## src/eq_adapt_regs_map.svh

```systemverilog
// Purpose: Offsets, field positions, reset values and scales of the equalizer adaptation registers
// Assumes: Byte-wide registers at the printed offsets
// Notes: Definitions only
`ifndef EQ_ADAPT_REGS_MAP_SVH
`define EQ_ADAPT_REGS_MAP_SVH

`define OFS_LOCK_QUAL 8'h2F
`define OFS_CDR_IRQ_AND_PATTERN_CTRL 8'h30
`define OFS_ADAPTATION_MODE_SELECT 8'h31
`define OFS_EYE_INTERRUPT_THRESHOLDS 8'h32
`define OFS_HANDOFF_THRESHOLDS 8'h33
`define OFS_LOCK_COUNT_AND_TAP_LIMIT 8'h34
`define OFS_OFFSET_REQUEST_AND_TAP1_LIMIT 8'h35
`define OFS_EYE_IRQ_ENABLE_AND_CAP_RANGE 8'h36
`define OFS_LINEAR_EQ_STATUS 8'h37
`define OFS_FEEDBACK_EQ_STATUS 8'h38

`define RST_LOCK_QUAL 8'h06
`define RST_CDR_IRQ_AND_PATTERN_CTRL 8'h00
`define RST_ADAPTATION_MODE_SELECT 8'h40
`define RST_EYE_INTERRUPT_THRESHOLDS 8'h11
`define RST_HANDOFF_THRESHOLDS 8'h88
`define RST_LOCK_COUNT_AND_TAP_LIMIT 8'h3F
`define RST_OFFSET_REQUEST_AND_TAP1_LIMIT 8'h1F
`define RST_EYE_IRQ_ENABLE_AND_CAP_RANGE 8'h33

`define BIT_PPM_CHECK_EN 2
`define BIT_FLD_CHECK_EN 1
`define BIT_CDR_IRQ_SEEN 4
`define BIT_PATTERN_CLK_EN 3
`define BIT_OFFSET_READY 7
`define BIT_LOW_POWER_DIS 6
`define BIT_OFFSET_REQ 5
`define BIT_EYE_IRQ_EN 6
`define BIT_CAP_OVR_EN 2

`define EYE_IRQ_SHIFT 2
`define HANDOFF_SHIFT 1

`endif

```

## src/eq_adapt_pkg.sv

```systemverilog
// Purpose: Types for the equalizer adaptation register bank
// Assumes: Eight-bit eye measurements, signed tap words
// Notes: Constants live in eq_adapt_regs_map.svh
package eq_adapt_pkg;

    typedef logic signed [7:0] tap_word_t;

    typedef struct packed {
        logic fld_check_en;
        logic ppm_check_en;
        logic pattern_clk_en;
        logic [1:0] pattern_sel;
        logic cdr_irq_seen;
        logic mode_res7;
        logic [1:0] adapt_mode;
        logic [1:0] fom_sel;
        logic [3:0] eye_h_thr;
        logic [3:0] eye_v_thr;
        logic [3:0] ho_h_thr;
        logic [3:0] ho_v_thr;
        logic offset_ready;
        logic low_power_dis;
        logic [1:0] lock_count;
        logic [3:0] tap25_max;
        logic [1:0] req_res76;
        logic offset_req;
        logic [4:0] tap1_max;
        logic irq_res7;
        logic eye_irq_en;
        logic [1:0] irq_res54;
        logic irq_res3;
        logic cap_ovr_en;
        logic [1:0] cap_range;
        logic [7:0] leq_status;
        logic [7:0] dfe_status;
        logic [2:0] cdr_sync;
        logic cdr_level;
        logic [7:0] rdata;
        logic eye_irq;
        logic handoff_ok;
        logic lock;
        logic [1:0] cap_range_out;
        logic [5:0] tap1_out;
        logic [19:0] tap25_out;
    } state_t;

endpackage

```

## src/eq_adapt_regs.sv

```systemverilog
// Purpose: Control and status registers that steer equalizer adaptation of one retimer channel
// Assumes: Byte register port from the management interface; eye, tap and status inputs on I_CLK
// Notes: Reads return data one cycle after the read strobe; only the CDR interrupt and the active-low reset are asynchronous
//
// Notes on behaviour
// Two-bit mode picks adaptation sequence: off, linear only, linear-feedback-linear, lock variant; default 10.
// Two-bit merit field: 00/11 both openings, 01 horizontal only, 10 vertical only.
// Horizontal opening below four times upper threshold nibble flags eye interrupt, default 0001.
// Vertical opening below four times lower threshold nibble flags eye interrupt, default 0001.
// Handoff to feedback adaptation needs horizontal opening at least twice upper nibble, default 1000.
// Handoff also needs vertical opening at least twice lower nibble, default 1000.
// Read-only bit 4 goes high when the recovery loop raises its interrupt.
// Writing one requests offset error; bit self-clears when done and ready bit 7 sets.
// First feedback tap magnitude is clamped to a five-bit maximum, default 11111.
// Feedback taps two to five are clamped to a four-bit maximum, default 1111.
// Frequency lock detector result qualifies lock when its enable bit is set, default 1.
// Bit 3 enables the pattern generator clock; bits 1:0 select the pattern.
// Override enable in bit 2 forces the programmed oscillator capacitor range, default 11.
// Frequency offset check qualifies lock when its enable bit is set, default 1.
// Eye interrupt is a level: enabled and an opening below threshold, until recovery.
// Linear and feedback status registers show adaptation results and ignore writes.
`timescale 1ns/1ps
`include "eq_adapt_regs_map.svh"

module eq_adapt_regs (
    input wire logic I_CLK,
    input wire logic I_RST_B,
    input wire logic I_CE,
    input wire logic [7:0] I_REG_ADDR,
    input wire logic [7:0] I_REG_WDATA,
    input wire logic I_REG_WE,
    input wire logic I_REG_RE,
    output logic [7:0] O_REG_RDATA,
    input wire logic [7:0] I_HORIZONTAL_EYE_OPENING,
    input wire logic [7:0] I_VERTICAL_EYE_OPENING,
    input wire logic I_CDR_IRQ,
    input wire logic I_OFFSET_DONE,
    input wire logic I_CDR_LOCK_RAW,
    input wire logic I_FREQUENCY_LOCK_DETECTOR_OK,
    input wire logic I_FREQUENCY_OFFSET_OK,
    input wire logic [1:0] I_CAP_RANGE_AUTO,
    input wire logic [7:0] I_LINEAR_EQUALIZER_STATUS,
    input wire logic [7:0] I_DECISION_FEEDBACK_EQ_STATUS,
    input wire logic [5:0] I_TAP1_RAW,
    input wire logic [19:0] I_TAP25_RAW,
    output logic [1:0] O_ADAPT_MODE,
    output logic [1:0] O_FOM_SEL,
    output logic O_EYE_IRQ,
    output logic O_HANDOFF_OK,
    output logic O_FREQUENCY_OFFSET_REQ,
    output logic O_LOCK,
    output logic O_PATTERN_CLK_EN,
    output logic [1:0] O_PATTERN_SEL,
    output logic [1:0] O_CAP_RANGE,
    output logic [1:0] O_LOCK_COUNT,
    output logic O_LOW_POWER_DIS,
    output logic [5:0] O_TAP1,
    output logic [19:0] O_TAP25
);

    localparam eq_adapt_pkg::state_t RST_STATE = '{
        fld_check_en: 1'(`RST_LOCK_QUAL >> `BIT_FLD_CHECK_EN),
        ppm_check_en: 1'(`RST_LOCK_QUAL >> `BIT_PPM_CHECK_EN),
        pattern_clk_en: 1'(`RST_CDR_IRQ_AND_PATTERN_CTRL >> `BIT_PATTERN_CLK_EN),
        pattern_sel: 2'(`RST_CDR_IRQ_AND_PATTERN_CTRL),
        cdr_irq_seen: 1'b0,
        mode_res7: 1'b0,
        adapt_mode: 2'(`RST_ADAPTATION_MODE_SELECT >> 5),
        fom_sel: 2'(`RST_ADAPTATION_MODE_SELECT >> 3),
        eye_h_thr: 4'(`RST_EYE_INTERRUPT_THRESHOLDS >> 4),
        eye_v_thr: 4'(`RST_EYE_INTERRUPT_THRESHOLDS),
        ho_h_thr: 4'(`RST_HANDOFF_THRESHOLDS >> 4),
        ho_v_thr: 4'(`RST_HANDOFF_THRESHOLDS),
        offset_ready: 1'b0,
        low_power_dis: 1'(`RST_LOCK_COUNT_AND_TAP_LIMIT >> `BIT_LOW_POWER_DIS),
        lock_count: 2'(`RST_LOCK_COUNT_AND_TAP_LIMIT >> 4),
        tap25_max: 4'(`RST_LOCK_COUNT_AND_TAP_LIMIT),
        req_res76: 2'b00,
        offset_req: 1'b0,
        tap1_max: 5'(`RST_OFFSET_REQUEST_AND_TAP1_LIMIT),
        irq_res7: 1'b0,
        eye_irq_en: 1'(`RST_EYE_IRQ_ENABLE_AND_CAP_RANGE >> `BIT_EYE_IRQ_EN),
        irq_res54: 2'(`RST_EYE_IRQ_ENABLE_AND_CAP_RANGE >> 4),
        irq_res3: 1'b0,
        cap_ovr_en: 1'(`RST_EYE_IRQ_ENABLE_AND_CAP_RANGE >> `BIT_CAP_OVR_EN),
        cap_range: 2'(`RST_EYE_IRQ_ENABLE_AND_CAP_RANGE),
        leq_status: 8'h00,
        dfe_status: 8'h00,
        cdr_sync: 3'h0,
        cdr_level: 1'b0,
        rdata: 8'h00,
        eye_irq: 1'b0,
        handoff_ok: 1'b0,
        lock: 1'b0,
        cap_range_out: 2'h0,
        tap1_out: 6'h00,
        tap25_out: 20'h0_0000
    };

    // Scaled threshold: the nibble shifted left by one (x2) or two (x4)
    function automatic logic [7:0] scaled(input logic [3:0] thr, input logic two_bits);
        scaled = two_bits ? {2'b00, thr, 2'b00} : {3'b000, thr, 1'b0};
    endfunction

    // Clamp a signed tap so its magnitude does not pass the limit
    function automatic eq_adapt_pkg::tap_word_t clamp_tap(input eq_adapt_pkg::tap_word_t v,
                                                          input logic [4:0] lim);
        eq_adapt_pkg::tap_word_t pos;
        eq_adapt_pkg::tap_word_t neg;
        pos = $signed({3'b000, lim});
        neg = -pos;
        if (v > pos) begin
            clamp_tap = pos;
        end else if (v < neg) begin
            clamp_tap = neg;
        end else begin
            clamp_tap = v;
        end
    endfunction

    // One-hot register select: bit n stands for offset 0x2F + n, unmapped offsets give zero
    function automatic logic [9:0] reg_select(input logic [7:0] a);
        reg_select = 10'h000;
        if (a == `OFS_LOCK_QUAL) begin
            reg_select[0] = 1'b1;
        end else if (a == `OFS_CDR_IRQ_AND_PATTERN_CTRL) begin
            reg_select[1] = 1'b1;
        end else if (a == `OFS_ADAPTATION_MODE_SELECT) begin
            reg_select[2] = 1'b1;
        end else if (a == `OFS_EYE_INTERRUPT_THRESHOLDS) begin
            reg_select[3] = 1'b1;
        end else if (a == `OFS_HANDOFF_THRESHOLDS) begin
            reg_select[4] = 1'b1;
        end else if (a == `OFS_LOCK_COUNT_AND_TAP_LIMIT) begin
            reg_select[5] = 1'b1;
        end else if (a == `OFS_OFFSET_REQUEST_AND_TAP1_LIMIT) begin
            reg_select[6] = 1'b1;
        end else if (a == `OFS_EYE_IRQ_ENABLE_AND_CAP_RANGE) begin
            reg_select[7] = 1'b1;
        end else if (a == `OFS_LINEAR_EQ_STATUS) begin
            reg_select[8] = 1'b1;
        end else if (a == `OFS_FEEDBACK_EQ_STATUS) begin
            reg_select[9] = 1'b1;
        end
    endfunction

    eq_adapt_pkg::state_t s_q;
    eq_adapt_pkg::state_t s_d;

    always_comb begin
        logic h_low;
        logic v_low;
        logic wr;
        eq_adapt_pkg::tap_word_t t;
        logic [9:0] sel;
        h_low = 1'b0;
        v_low = 1'b0;
        wr = 1'b0;
        t = 8'sh00;
        sel = 10'h000;
        s_d = s_q;

        // Interrupt pin of the recovery loop is asynchronous; filtered level moves when stages 2 and 3 agree
        s_d.cdr_sync = {s_q.cdr_sync[1:0], I_CDR_IRQ};
        if (s_q.cdr_sync[1] == s_q.cdr_sync[2]) begin
            s_d.cdr_level = s_q.cdr_sync[2];
        end

        // Register writes
        wr = I_REG_WE;
        sel = reg_select(I_REG_ADDR);
        if (wr && sel[0]) begin
            s_d.fld_check_en = I_REG_WDATA[`BIT_FLD_CHECK_EN];
            s_d.ppm_check_en = I_REG_WDATA[`BIT_PPM_CHECK_EN];
        end else if (wr && sel[1]) begin
            s_d.pattern_clk_en = I_REG_WDATA[`BIT_PATTERN_CLK_EN];
            s_d.pattern_sel = I_REG_WDATA[1:0];
        end else if (wr && sel[2]) begin
            s_d.mode_res7 = I_REG_WDATA[7];
            s_d.adapt_mode = I_REG_WDATA[6:5];
            s_d.fom_sel = I_REG_WDATA[4:3];
        end else if (wr && sel[3]) begin
            s_d.eye_h_thr = I_REG_WDATA[7:4];
            s_d.eye_v_thr = I_REG_WDATA[3:0];
        end else if (wr && sel[4]) begin
            s_d.ho_h_thr = I_REG_WDATA[7:4];
            s_d.ho_v_thr = I_REG_WDATA[3:0];
        end else if (wr && sel[5]) begin
            s_d.low_power_dis = I_REG_WDATA[`BIT_LOW_POWER_DIS];
            s_d.lock_count = I_REG_WDATA[5:4];
            s_d.tap25_max = I_REG_WDATA[3:0];
        end else if (wr && sel[6]) begin
            s_d.req_res76 = I_REG_WDATA[7:6];
            s_d.tap1_max = I_REG_WDATA[4:0];
        end else if (wr && sel[7]) begin
            s_d.irq_res7 = I_REG_WDATA[7];
            s_d.eye_irq_en = I_REG_WDATA[`BIT_EYE_IRQ_EN];
            s_d.irq_res54 = I_REG_WDATA[5:4];
            s_d.irq_res3 = I_REG_WDATA[3];
            s_d.cap_ovr_en = I_REG_WDATA[`BIT_CAP_OVR_EN];
            s_d.cap_range = I_REG_WDATA[1:0];
        end

        // Offset request: done clears it and raises ready; a new request write wins and drops ready
        if (s_q.offset_req && I_OFFSET_DONE) begin
            s_d.offset_req = 1'b0;
            s_d.offset_ready = 1'b1;
        end
        if (wr && sel[6] && I_REG_WDATA[`BIT_OFFSET_REQ]) begin
            s_d.offset_req = 1'b1;
            s_d.offset_ready = 1'b0;
        end

        // Sticky recovery-loop interrupt: cleared by reading its register, a pending event wins
        if (I_REG_RE && sel[1]) begin
            s_d.cdr_irq_seen = 1'b0;
        end
        if (s_q.cdr_level) begin
            s_d.cdr_irq_seen = 1'b1;
        end

        // Status snapshots, not writable
        s_d.leq_status = I_LINEAR_EQUALIZER_STATUS;
        s_d.dfe_status = I_DECISION_FEEDBACK_EQ_STATUS;

        // Eye interrupt as a level
        h_low = I_HORIZONTAL_EYE_OPENING < scaled(s_q.eye_h_thr, 1'b1);
        v_low = I_VERTICAL_EYE_OPENING < scaled(s_q.eye_v_thr, 1'b1);
        s_d.eye_irq = s_q.eye_irq_en && (h_low || v_low);

        // Handoff from linear to feedback adaptation
        s_d.handoff_ok = I_HORIZONTAL_EYE_OPENING >= scaled(s_q.ho_h_thr, 1'b0)
                         && I_VERTICAL_EYE_OPENING >= scaled(s_q.ho_v_thr, 1'b0);

        // Lock with optional qualifiers
        s_d.lock = I_CDR_LOCK_RAW
                   && (!s_q.fld_check_en || I_FREQUENCY_LOCK_DETECTOR_OK)
                   && (!s_q.ppm_check_en || I_FREQUENCY_OFFSET_OK);

        s_d.cap_range_out = s_q.cap_ovr_en ? s_q.cap_range : I_CAP_RANGE_AUTO;

        // Tap magnitude limits
        t = clamp_tap($signed({{2{I_TAP1_RAW[5]}}, I_TAP1_RAW}), s_q.tap1_max);
        s_d.tap1_out = t[5:0];
        for (int i = 0; i < 4; i++) begin
            t = clamp_tap($signed({{3{I_TAP25_RAW[i*5+4]}}, I_TAP25_RAW[i*5 +: 5]}),
                          {1'b0, s_q.tap25_max});
            s_d.tap25_out[i*5 +: 5] = t[4:0];
        end

        // Register reads; unmapped offsets read zero
        if (I_REG_RE) begin
            if (I_REG_ADDR == `OFS_LOCK_QUAL) begin
                s_d.rdata = {5'h00, s_q.ppm_check_en, s_q.fld_check_en, 1'b0};
            end else if (I_REG_ADDR == `OFS_CDR_IRQ_AND_PATTERN_CTRL) begin
                s_d.rdata = {3'h0, s_q.cdr_irq_seen, s_q.pattern_clk_en, 1'b0, s_q.pattern_sel};
            end else if (I_REG_ADDR == `OFS_ADAPTATION_MODE_SELECT) begin
                s_d.rdata = {s_q.mode_res7, s_q.adapt_mode, s_q.fom_sel, 3'h0};
            end else if (I_REG_ADDR == `OFS_EYE_INTERRUPT_THRESHOLDS) begin
                s_d.rdata = {s_q.eye_h_thr, s_q.eye_v_thr};
            end else if (I_REG_ADDR == `OFS_HANDOFF_THRESHOLDS) begin
                s_d.rdata = {s_q.ho_h_thr, s_q.ho_v_thr};
            end else if (I_REG_ADDR == `OFS_LOCK_COUNT_AND_TAP_LIMIT) begin
                s_d.rdata = {s_q.offset_ready, s_q.low_power_dis, s_q.lock_count, s_q.tap25_max};
            end else if (I_REG_ADDR == `OFS_OFFSET_REQUEST_AND_TAP1_LIMIT) begin
                s_d.rdata = {s_q.req_res76, s_q.offset_req, s_q.tap1_max};
            end else if (I_REG_ADDR == `OFS_EYE_IRQ_ENABLE_AND_CAP_RANGE) begin
                s_d.rdata = {s_q.irq_res7, s_q.eye_irq_en, s_q.irq_res54, s_q.irq_res3,
                             s_q.cap_ovr_en, s_q.cap_range};
            end else if (I_REG_ADDR == `OFS_LINEAR_EQ_STATUS) begin
                s_d.rdata = s_q.leq_status;
            end else if (I_REG_ADDR == `OFS_FEEDBACK_EQ_STATUS) begin
                s_d.rdata = s_q.dfe_status;
            end else begin
                s_d.rdata = 8'h00;
            end
        end
    end

    always_ff @(posedge I_CLK or negedge I_RST_B) begin
        if (!I_RST_B) begin
            s_q <= RST_STATE;
        end else if (I_CE) begin
            s_q <= s_d;
        end
    end

    assign O_REG_RDATA = s_q.rdata;
    assign O_ADAPT_MODE = s_q.adapt_mode;
    assign O_FOM_SEL = s_q.fom_sel;
    assign O_EYE_IRQ = s_q.eye_irq;
    assign O_HANDOFF_OK = s_q.handoff_ok;
    assign O_FREQUENCY_OFFSET_REQ = s_q.offset_req;
    assign O_LOCK = s_q.lock;
    assign O_PATTERN_CLK_EN = s_q.pattern_clk_en;
    assign O_PATTERN_SEL = s_q.pattern_sel;
    assign O_CAP_RANGE = s_q.cap_range_out;
    assign O_LOCK_COUNT = s_q.lock_count;
    assign O_LOW_POWER_DIS = s_q.low_power_dis;
    assign O_TAP1 = s_q.tap1_out;
    assign O_TAP25 = s_q.tap25_out;

endmodule // eq_adapt_regs

```

## config.mk

```make
export PLATFORM = sky130hd
export DESIGN_NAME = eq_adapt_regs
export DESIGN_NICKNAME = d
export VERILOG_FILES = /design/src/eq_adapt_pkg.sv /design/src/eq_adapt_regs.sv
export VERILOG_INCLUDE_DIRS = /design/src
export SDC_FILE = /design/constraint.sdc
export NUM_CORES = 1
export LEC_CHECK = 0
export ABC_AREA = 1
export BUFFER_PORTS_ARGS = -buffer_cell sky130_fd_sc_hd__buf_4
export CAP_MARGIN = 20
export CORE_MARGIN = 2
export CORE_UTILIZATION = 35
export CTS_CLUSTER_SIZE = 28
export DETAILED_ROUTE_END_ITERATION = 16
export SLEW_MARGIN = 5
export SYNTH_ARGS = -nofsm -noshare
export SYNTH_HDL_FRONTEND = slang
export SYNTH_SLANG_ARGS = --single-unit
```

## constraint.sdc

```tcl
create_clock -name I_CLK -period 3.85 [get_ports I_CLK]
set_clock_uncertainty 0.15 [all_clocks]
set_input_delay 0.1925 -clock I_CLK [delete_from_list [all_inputs] [get_ports I_CLK]]
set_output_delay 0.1925 -clock I_CLK [all_outputs]
set_load 0.005 [all_outputs]
```

==> results by group, run 1 <==
Cells and area
  – Non-Filler Instances: 1468
  – Layout Area Growth over Synthesis: 19.6%
  – Final Cell Area: 9250 um2
  – Ant diodes: 0
  – Final layout net count: 1338
  – Fraction of layout cells with a size suffix above 1: 0.175
  – Final core utilization: 0.425

CTS
  – Worst-Skew Late Latency: 0.37 ns
  – Number of buffers added by the clock tree synthesis step: 9
  – Cells resized by post-CTS repair: 0
  – CTS clock-pin slew for the worst setup and hold paths: 0.08 ns
  – Maximum clock path buffer count: 2
  – Number of clock sinks: 110
  – Root Buffer: clkbuf_16
  – H-Tree Depth: 3
  – Buffer count from post-CTS setup fixing: 0
  – CTS tree: built

Pwr
  – Clock share of power: 0.324
  – Maximum vdd drop: 0.212 mV
  – Sw Share: 0.315
  – Sw Pwr: 937 uW
  – Reg power frac: 0.435
  – P_int: 2040 uW
  – Pwr dens: 322 nW/um2
  – Combinational share of power: 0.241
  – Static leakage: 0.00488 uW

Synth
  – Cell area after synthesis: 7730 um2
  – Number of cells produced by synthesis: 1070
  – Area contributors post-synth: dfrtp_1 28%, nand2_1 16%, ha_1 11%
  – Post-synthesis sequential area ratio: 0.360
  – FF+latch count, synth: 110
  – Post-synthesis average cell area: 7.23 um2
  – Fraction of post-synthesis cell area in the top cell type by area: 0.285
  – Library cell occupying the most area in the post-synthesis netlist: dfrtp_1
  – Unique masters post-synth: 40
  – Total nets after synthesis: 1225
  – Total of warnings raised by yosys: 0

Timing
  – Least-Margin Pin Slew: 0.900 ns
  – Part of the cycle the worst path needs: 0.801
  – RSZ-0062 raised after global routing: false
  – Setup violation total in the final timing report: 0
  – Final setup TNS: 0 ns
  – Final max-slew violation count: 0
  – Max Clock Freq: 0.324 GHz
  – Endpoints failing hold: 0
  – Minimum clock period after layout: 3.08 ns
  – Worst slew margin relative to its limit: 0.399
  – Final Worst Setup Slack: 0.767 ns

Global routing
  – Total global routing overflow: 0
  – Antenna violations before repair: 0
  – Met3 Usage GRT: 0.0299
  – GR Layer Usage met2: 0.325
  – Overall track demand over capacity in global routing: 0.191
  – Number of global-route vias before repair: 6841
  – Global-route wire length before repair: 35800 um
  – Met1 global-route usage: 0.258
  – Maximum number of pins on one net before global-route repair: 64
  – Most Crowded Layer GR: met2

Route
  – Aggregate routed wire length: 21800 um
  – Number of DRC markers after the initial detailed-route iteration: 366
  – Overall via count from detail_route: 7045
  – Length of the first detailed-routing pass in iterations: 5
  – Post-route DRC: 0
  – Detail Route Antenna Nets: 0
  – Routed length per instance: 14.9 um
  – Avg Vias per Cell: 4.80

Worst setup path
  – Critical path class: flip-flop to flip-flop
  – Critical Path AT: 3.19 ns
  – Biggest fanout along the worst timing path: 8
  – Type of element launching the critical path: flip-flop
  – Required time of the worst setup path: 3.96 ns
  – Endpoint class of the critical path: flip-flop

Placement
  – Count of buffers from port buffering: 135
  – Cell Count Post-Placement: 1428
  – HPWL after detailed placement: 16700 um
  – Placed Instance Area: 8710 um2
  – Final estimated routing congestion in global placement: 0.894
  – Post-placement setup slack: 0.858 ns

Die
  – Overall die width: 153 um
  – Starting utilization of the core area: 0.355
  – Number of placement rows: 54
  – Core Area: 21800 um2
  – Die Footprint: 23300 um2
  – Top-Level Pins: 136
  – Die Ht: 153 um

Job
  – Count of max-cap constraint violations: 0

Worst hold path
  – Worst Hold Class: primary input to flip-flop

Run status
  – Outcome: finished, final reports clean
[cells by family after synthesis]
group	count (synthesis)	share of synthesized area
xor gates and xnor gates	4	0.00453
adders and majority gates	69	0.112
DFF	110	0.360
muxes	3	0.00388
buffers and inverters	217	0.131
AOI/OAI and AO/OA	164	0.113
and+or+nand+nor	503	0.276
[cells in the mapped netlist]
cell,number
nand4_2,1
a21boi_0,1
dfstp_2,22
a21o_1,2
clkbuf_1,8
nand3_2,3
inv_1,145
nand3b_4,1
nor3_1,5
nor2_1,55
o2bb2ai_1,1
nand3_1,78
buf_2,5
xnor2_1,1
nand2_2,4
nand3b_1,3
nand2_1,334
ha_1,69
mux2i_1,3
a22oi_1,2
o21bai_1,4
o211ai_1,4
buf_6,3
xor2_1,3
buf_4,45
inv_2,9
nor2_2,3
a211oi_1,1
o21a_1,5
nand4_1,6
buf_1,2
dfrtp_1,88
or2_2,2
a21oi_1,46
o21ai_0,58
o21ai_1,39
nor4_1,3
nor3_4,1
nor2_4,4
a21oi_2,1
[sequential cells by signal, indices dropped and copies added (netlist names), 6 cells and up]
signal,cells
O_TAP1,6
O_REG_RDATA,8
s_q,58
O_TAP25,20
[worst max-delay path, stage by stage, from the launching register on]
cell and delay (ns):
dfstp_2 0.43, inv_1 0.26, ha_1 0.24, nand2_1 0.06
nor2_1 0.42, buf_4 0.26, ha_1 0.24, nand2_1 0.10
o21a_1 0.16, nand2_1 0.06, nand2_1 0.08, nand2_1 0.18
nand2_1 0.13, nand2_1 0.06, nand3_1 0.07, nand2_1 0.06
[path summary, 6_finish.rpt]
path,slack (ns),start,cells past startpoint,endpoint
worst max-delay path,0.77,s_q[75],15,O_TAP25[10]
worst min-delay path,0.01,I_TAP25_RAW[2],5,O_TAP25[2]
worst max register to register,0.77,s_q[75],15,O_TAP25[10]
worst min register to register,0.32,s_d[41],2,s_d[41]
max in group asynchronous,2.31,I_RST_B,3,O_LOCK_COUNT[1]
min in group asynchronous,0.29,I_RST_B,2,O_TAP25[10]
[power groups by stage]
| stage | registers (uW) | clock network [uW] | logic (uW) |
|---|---|---|---|
| 2_1_floorplan | 1300 | 0 | 466 |
| 6_report | 1300 | 966 | 717 |
| 4_1_cts | 1300 | 982 | 724 |
| 3_3_place_gp | 1320 | 0 | 688 |
| 3_5_place_dp | 1320 | 0 | 702 |
| 5_1_grt | 1310 | 1020 | 825 |
[routing by layer]
layer / wire, um / vias up
li1: - / 3622
met5: 0 / -
met2: 10600 / 182
met4: 230 / 0
met1: 9860 / 3225
met3: 1190 / 16
[cell type report]
class | instances | area (um2)
clock buffers | 11 | 253
clock inverters | 5 | 46.3
fillers | 2319 | 12500
inverters | 154 | 578
multi-input cells | 743 | 3940
flip-flops and latches | 110 | 2780
well taps | 280 | 350
repair buffers | 165 | 1300
[cells in the final DEF, fill, tap and decap left out, types with 4 or more instances in the layout]
cell type / count
nand2_1: 334
inv_1: 145
buf_4: 141
dfrtp_1: 88
nand3_1: 78
ha_1: 69
o21ai_0: 58
nor2_1: 55
a21oi_1: 46
o21ai_1: 39
dlygate4sd3_1: 24
dfstp_2: 22
inv_2: 9
clkbuf_16: 9
nand4_1: 6
nor3_1: 5
o21a_1: 5
nand2_2: 4
nor2_4: 4
o211ai_1: 4
o21bai_1: 4
[through the flow]
| stage | hold slack [ns] | total power [uW] |
|---|---|---|
| after floorplan | -0.253 | 1760 |
| after global placement | 0.168 | 2010 |
| after detailed placement | 0.168 | 2020 |
| after CTS | 0.00978 | 3000 |
| after global routing | 0.0337 | 3160 |
| final | 0.0132 | 2980 |
[timing repair]
item / 4_1_cts / 5_1_grt
endpoints found under the hold margin: 69 / 0
hold buffers: 24 / 0
setup endpoints to repair: 0 / 0
(Power assumes the default switching activity.)
==> inputs of run 2 (changes only) <==
==> constraint.sdc (replaced) <==
create_clock -name I_CLK -period 3.1 [get_ports I_CLK]
set_clock_uncertainty 0.15 [all_clocks]
set_input_delay 0.155 -clock I_CLK [delete_from_list [all_inputs] [get_ports I_CLK]]
set_output_delay 0.155 -clock I_CLK [all_outputs]
set_load 0.005 [all_outputs]
==> run 2 against run 1 <==
Against the previous run: the run now ends with negative hold slack left; global-route usage up 0.12 points; via count up 0.62%; sequential cell count unchanged; setup slack worse by 0.53 ns; die area unchanged; critical path type unchanged; critical endpoint is now O_TAP25[13].
==> results by group, run 2 (synthesis gave the netlist of run 1 again) <==
Run status
  – Outcome: complete, but fails checks
  – Failing checks: negative hold slack

Cells and area
  – Most common cell after layout, fill and taps aside: nand2_1
  – Register containing the most flip-flops in the final layout: s_q
  – Top library cells by usage in the layout, fill and taps aside: 334 x nand2_1, 146 x buf_4, 144 x inv_1
  – Fraction of layout cells with a size suffix above 1: 0.178
  – Final-layout fill cell count: 2256
  – Ant diodes: 0
  – Final layout net count: 1361
  – Max reg flops: 58
  – Layout Area Growth over Synthesis: 23.1%

Route
  – Highest layer used for signal routing: met4
  – Aggregate routed wire length: 22000 um
  – Routed wl met2: 10500 um
  – Post-route DRC: 0
  – Detail Route Antenna Nets: 0
  – Avg Vias per Cell: 4.75
  – Routed length per instance: 14.7 um
  – Number of DRC markers after the initial detailed-route iteration: 365
  – Overall via count from detail_route: 7089
  – Metal3 WL: 780 um
  – Routed metal-1 wirelength: 10300 um
  – Length of the first detailed-routing pass in iterations: 5

CTS
  – Worst-Skew Late Latency: 0.37 ns
  – CTS tree: built
  – Root Buffer: clkbuf_16
  – H-Tree Depth: 3
  – Number of buffers added by the clock tree synthesis step: 9
  – Maximum clock path buffer count: 2
  – CTS clock-pin slew for the worst setup and hold paths: 0.08 ns
  – Number of clock sinks: 110

Worst hold path
  – Worst Hold Class: primary input to flip-flop

Job
  – Count of max-cap constraint violations: 0

Timing
  – Max Clock Freq: 0.349 GHz
  – RSZ-0062 raised after global routing: false
  – Final setup TNS: 0 ns
  – Setup violation total in the final timing report: 0
  – Worst Hold Slack: -0.0129 ns
  – Least-Margin Pin Slew: 0.881 ns
  – Final Worst Setup Slack: 0.236 ns
  – Minimum clock period after layout: 2.86 ns
  – Part of the cycle the worst path needs: 0.924
  – Final max-slew violation count: 0
  – Endpoints failing hold: 4
  – Worst slew margin relative to its limit: 0.408

Die
  – Core Area: 21800 um2
  – Overall die width: 153 um
  – Top-Level Pins: 136
  – Number of placement rows: 54
  – Die Footprint: 23300 um2
  – Die Ht: 153 um
  – Starting utilization of the core area: 0.355

Pwr
  – Pwr dens: 407 nW/um2
  – Maximum vdd drop: 0.298 mV
  – Static leakage: 0.00500 uW
  – Post-layout power: 3870 uW

Worst setup path
  – Type of element launching the critical path: flip-flop
  – Endpoint class of the critical path: flip-flop
  – Cell with the most instances on the worst path: nand2_1
  – Largest stage delay, worst path: 0.64 ns
  – Max stage delay cell, worst path: dfstp_2
  – Required time of the worst setup path: 3.22 ns
  – Cells along the critical path: nor3_1 -> ha_1 -> inv_1 -> ha_1 -> a21oi_1 -> nand2_1 -> nand2_1 -> nand2_1 -> nand2_1 -> nand2_1 -> inv_1 -> nand2_1 -> nand3b_1 -> nand2_1
  – Kind of cell adding the most delay to the critical path: simple AND/OR/NAND/NOR gates
  – Critical path buffer and inverter count: 2
  – Critical Path AT: 2.98 ns
  – Critical path class: flip-flop to flip-flop
  – Biggest fanout along the worst timing path: 8

Global routing
  – Number of global-route vias before repair: 6889
  – Overall track demand over capacity in global routing: 0.192
  – Global-route wire length before repair: 35900 um
  – Antenna violations before repair: 0
  – Total global routing overflow: 0
  – Maximum number of pins on one net before global-route repair: 48

Placement
  – HPWL after detailed placement: 16700 um
  – Count of buffers from port buffering: 135
  – Final estimated routing congestion in global placement: 0.874
  – Post-placement setup slack: 0.229 ns
-- run 2: layout make-up --
cell class,instances,area (um2),share of cell area
clock buffer,10,239,0.0251
timing repair buffer,188,1530,0.160
tap,280,350,0.0368
sequential,110,2780,0.292
clock inverter,6,97.6,0.0103
multi-input combinational,743,3940,0.414
inverter,154,582,0.0612
-- run 2: per-layer routing --
layer / up-vias / track usage
met4: 0 / 0.0595
met2: 145 / 0.327
met3: 26 / 0.0205
met5: - / 0
met1: 3259 / 0.257
li1: 3659 / -
-- run 2: final timing paths --
check / cells after the start / slack, ns / from / endpoint
hold reg to reg: 2 / 0.32 / s_q[63] / s_q[63]
max in group asynchronous: 3 / 1.86 / I_RST_B / s_q[95]
min in group asynchronous: 2 / 0.15 / I_RST_B / O_LOCK
hold / removal: 5 / -0.01 / I_HORIZONTAL_EYE_OPENING[5] / O_HANDOFF_OK
setup / recovery: 14 / 0.24 / s_q[75] / O_TAP25[13]
setup reg to reg: 14 / 0.24 / s_q[75] / O_TAP25[13]
-- run 2: worst register-to-register path, delay by kind of cell (launching register included) --
family | cells | cell delay (ns)
and+or+nand+nor | 9 | 0.75
adders and majority gates | 2 | 0.66
DFF | 1 | 0.64
buffers and inverters | 2 | 0.41
AOI/OAI and AO/OA | 1 | 0.14
-- run 2: power breakdown --
group / switching [uW] / internal (uW) / total (uW)
logic: 504 / 405 / 909
registers: 64.7 / 1540 / 1610
clock network: 608 / 747 / 1350
total: 1180 / 2700 / 3870
-- run 2: per-stage QoR --
stage | area [um2] | cells | util | hold WS (ns)
finish | 9510 | 1491 | 0.437 | -0.0129
global route | 9510 | 1491 | 0.437 | 0.0205
CTS | 9500 | 1489 | 0.436 | 0.000317
global placement | 8750 | 1432 | 0.402 | 0.0266
detailed placement | 8750 | 1432 | 0.402 | 0.0268
floorplan | 7730 | 1070 | - | -0.291
-- run 2: timing repair --
| item | 4_1_cts | 5_1_grt |
|---|---|---|
| resized for setup | 0 | 1 |
| setup endpoints to repair | 0 | 5 |
| endpoints found under the hold margin | 75 | 0 |
| hold buffers | 41 | 0 |
| buffers inserted | 0 | 2 |
==> inputs of run 3 (changes only) <==
--- a/config.mk
+++ b/config.mk
@@ -13,6 +13,7 @@
 export CORE_UTILIZATION = 35
 export CTS_CLUSTER_SIZE = 28
 export DETAILED_ROUTE_END_ITERATION = 16
+export REMOVE_ABC_BUFFERS = 1
 export SLEW_MARGIN = 5
 export SYNTH_ARGS = -nofsm -noshare
 export SYNTH_HDL_FRONTEND = slang
==> run 3 against run 2 <==
Against the previous run: the flow now finishes without violations; sequential share of layout area rose by 0.29 points; sequential cell count unchanged; fmax up 3.0%; non-clock buffer count shrank 8; clock power decreased by 10%; count of clock-buffer cells in the layout decreased by 1; sequential power hardly changed; final area decreased by 0.99%; setup slack better by 0.082 ns; routed wire length fell by 1.6%; global-route usage decreased by 0.43 points; first-iteration DRC count rose by 36%; critical endpoint is now O_TAP25[3]; largest power group unchanged.
==> results by group, run 3 (synthesis gave the netlist of run 1 again) <==
Run status
  – Outcome: finished, final reports clean

Worst setup path
  – Cell with the most instances on the worst path: nand2_1
  – Max stage delay cell, worst path: dfstp_2
  – Required time of the worst setup path: 3.19 ns
  – Biggest fanout along the worst timing path: 10
  – Reg-to-reg critical path startpoint: s_q[77]
  – Critical path buffer and inverter count: 2
  – Kind of cell adding the most delay to the critical path: simple AND/OR/NAND/NOR gates
  – Reg2reg setup slack: 0.32 ns
  – Critical Path AT: 2.88 ns
  – RR Endpoint: O_TAP25[3]
  – Depth of the worst register-to-register path: 14
  – Largest stage delay, worst path: 0.65 ns
  – Cells along the critical path: nor3_1 -> ha_1 -> inv_1 -> ha_1 -> a21oi_1 -> nand2_1 -> nand2_1 -> nand2_1 -> nand2_1 -> nand2_1 -> inv_1 -> nand2_1 -> nand3b_1 -> nand2_1
  – Endpoint class of the critical path: flip-flop
  – Critical path class: flip-flop to flip-flop
  – Type of element launching the critical path: flip-flop

Cells and area
  – Final-layout fill cell count: 2271
  – Top library cells by usage in the layout, fill and taps aside: 334 x nand2_1, 145 x inv_1, 143 x buf_4
  – Non-Filler Instances: 1483
  – Final Cell Area: 9420 um2
  – Register containing the most flip-flops in the final layout: s_q
  – Final layout net count: 1353
  – Layout Area Growth over Synthesis: 21.8%
  – Max reg flops: 58
  – Most common cell after layout, fill and taps aside: nand2_1
  – Fraction of layout cells with a size suffix above 1: 0.176
  – Ant diodes: 0

Route
  – Length of the first detailed-routing pass in iterations: 5
  – Number of DRC markers after the initial detailed-route iteration: 495
  – Post-route DRC: 0
  – Routed length per instance: 14.6 um
  – Detail Route Antenna Nets: 0
  – Overall via count from detail_route: 7038
  – Avg Vias per Cell: 4.75
  – Aggregate routed wire length: 21600 um

Placement
  – Cell Count Post-Placement: 1431
  – HPWL after detailed placement: 16700 um
  – Count of buffers from port buffering: 135
  – Final estimated routing congestion in global placement: 0.884
  – Placed Instance Area: 8740 um2

Die
  – Number of placement rows: 54
  – Starting utilization of the core area: 0.355
  – Die Footprint: 23300 um2
  – Overall die width: 153 um
  – Core Area: 21800 um2
  – Die Ht: 153 um
  – Top-Level Pins: 136

CTS
  – Maximum clock path buffer count: 2
  – Number of buffers added by the clock tree synthesis step: 9
  – CTS tree: built
  – Root Buffer: clkbuf_16
  – CTS clock-pin slew for the worst setup and hold paths: 0.07 ns
  – H-Tree Depth: 3
  – Number of clock sinks: 110
  – Worst-Skew Late Latency: 0.36 ns
  – Buffer count from post-CTS setup fixing: 0

Timing
  – Worst slew margin relative to its limit: 0.388
  – Least-Margin Pin Slew: 0.910 ns
  – Final max-slew violation count: 0
  – Part of the cycle the worst path needs: 0.897
  – RSZ-0062 raised after global routing: false
  – Setup violation total in the final timing report: 0
  – Endpoints failing hold: 0
  – Final setup TNS: 0 ns
  – Minimum clock period after layout: 2.78 ns
  – Max Clock Freq: 0.360 GHz

Pwr
  – Reg power frac: 0.433
  – Post-layout power: 3730 uW
  – Pwr dens: 396 nW/um2
  – P_int: 2580 uW
  – Static leakage: 0.00495 uW
  – Maximum vdd drop: 0.222 mV
  – Sw Pwr: 1140 uW
  – Sw Share: 0.307
  – Clock share of power: 0.325
  – Combinational share of power: 0.242

Worst hold path
  – Worst Hold Class: primary input to flip-flop
  – Endpoint of the worst hold path: O_TAP25[7]
  – Min-Delay Path Depth: 5
  – Hold path start: I_TAP25_RAW[7]

Job
  – Count of max-cap constraint violations: 0

Global routing
  – Antenna violations before repair: 0
  – Total global routing overflow: 0
  – Number of global-route vias before repair: 6801
  – Maximum number of pins on one net before global-route repair: 69
  – Global-route wire length before repair: 35100 um
  – Overall track demand over capacity in global routing: 0.188
run 3: cell types whose count changed in the layout (fill, tap and decap cells not counted), sizes merged:
cell	before	now
buf	147	144
bufinv	2	1
clkbuf	10	9
clkinv	0	3
dlygate4sd3	41	36
inv	157	156
run 3: layer usage:
metal | vias to the layer above | track usage | share of wire
met2 | 173 | 0.299 | 0.45
met4 | 0 | 0.0582 | 0.018
met3 | 28 | 0.0296 | 0.047
met1 | 3190 | 0.263 | 0.48
met5 | - | 0 | 0
li1 | 3647 | - | -
run 3: final cells by class:
type	count	area, um2	area share
multi-input combinational	743	3950	0.419
sequential	110	2780	0.295
timing repair buffer	180	1450	0.154
inverter	154	578	0.0614
tap	280	350	0.0372
clock buffer	9	225	0.0239
clock inverter	7	81.3	0.00863
run 3: power by group through the flow:
stage	Clock (uW)	Combinational, uW	Sequential (uW)
finish	1210	901	1610
CTS	1250	907	1610
global route	1310	1040	1630
detailed placement	0	869	1640
floorplan	0	471	1630
global placement	0	852	1640
run 3: worst max path at each step:
stage | start | endpoint | cells past startpoint
after floorplan | s_q[75] | O_TAP25[6] | 17
after global placement | s_q[76] | O_TAP25[16] | 15
after detailed placement | s_q[76] | O_TAP25[8] | 15
after CTS | s_q[76] | O_TAP25[8] | 15
after global routing | s_q[75] | O_TAP25[3] | 11
final | s_q[77] | O_TAP25[3] | 14
run 3: what timing repair did:
item                                    CTS  global route
gates resized for setup                   0             2
hold buffers                             36             0
endpoints found under the hold margin    73             0
endpoints found under the setup margin    0            18
run 3: worst reg2reg max path, stage by stage, from the launching register on:
cell	delay, ns
dfstp_2	0.65
nor3_1	0.07
ha_1	0.34
inv_1	0.25
ha_1	0.31
a21oi_1	0.15
nand2_1	0.07
nand2_1	0.08
nand2_1	0.05
nand2_1	0.09
nand2_1	0.16
inv_1	0.12
nand2_1	0.05
nand3b_1	0.09
nand2_1	0.05
run 3: stage by stage:
stage                     hold slack, ns  utilization  worst slack (ns)
final                           0.000277        0.433             0.319
after global routing              0.0241        0.433            0.0118
after CTS                       0.000850        0.432             0.149
after detailed placement          0.0478        0.402             0.158
after global placement            0.0401        0.402             0.295
after floorplan                   -0.291            -             0.506
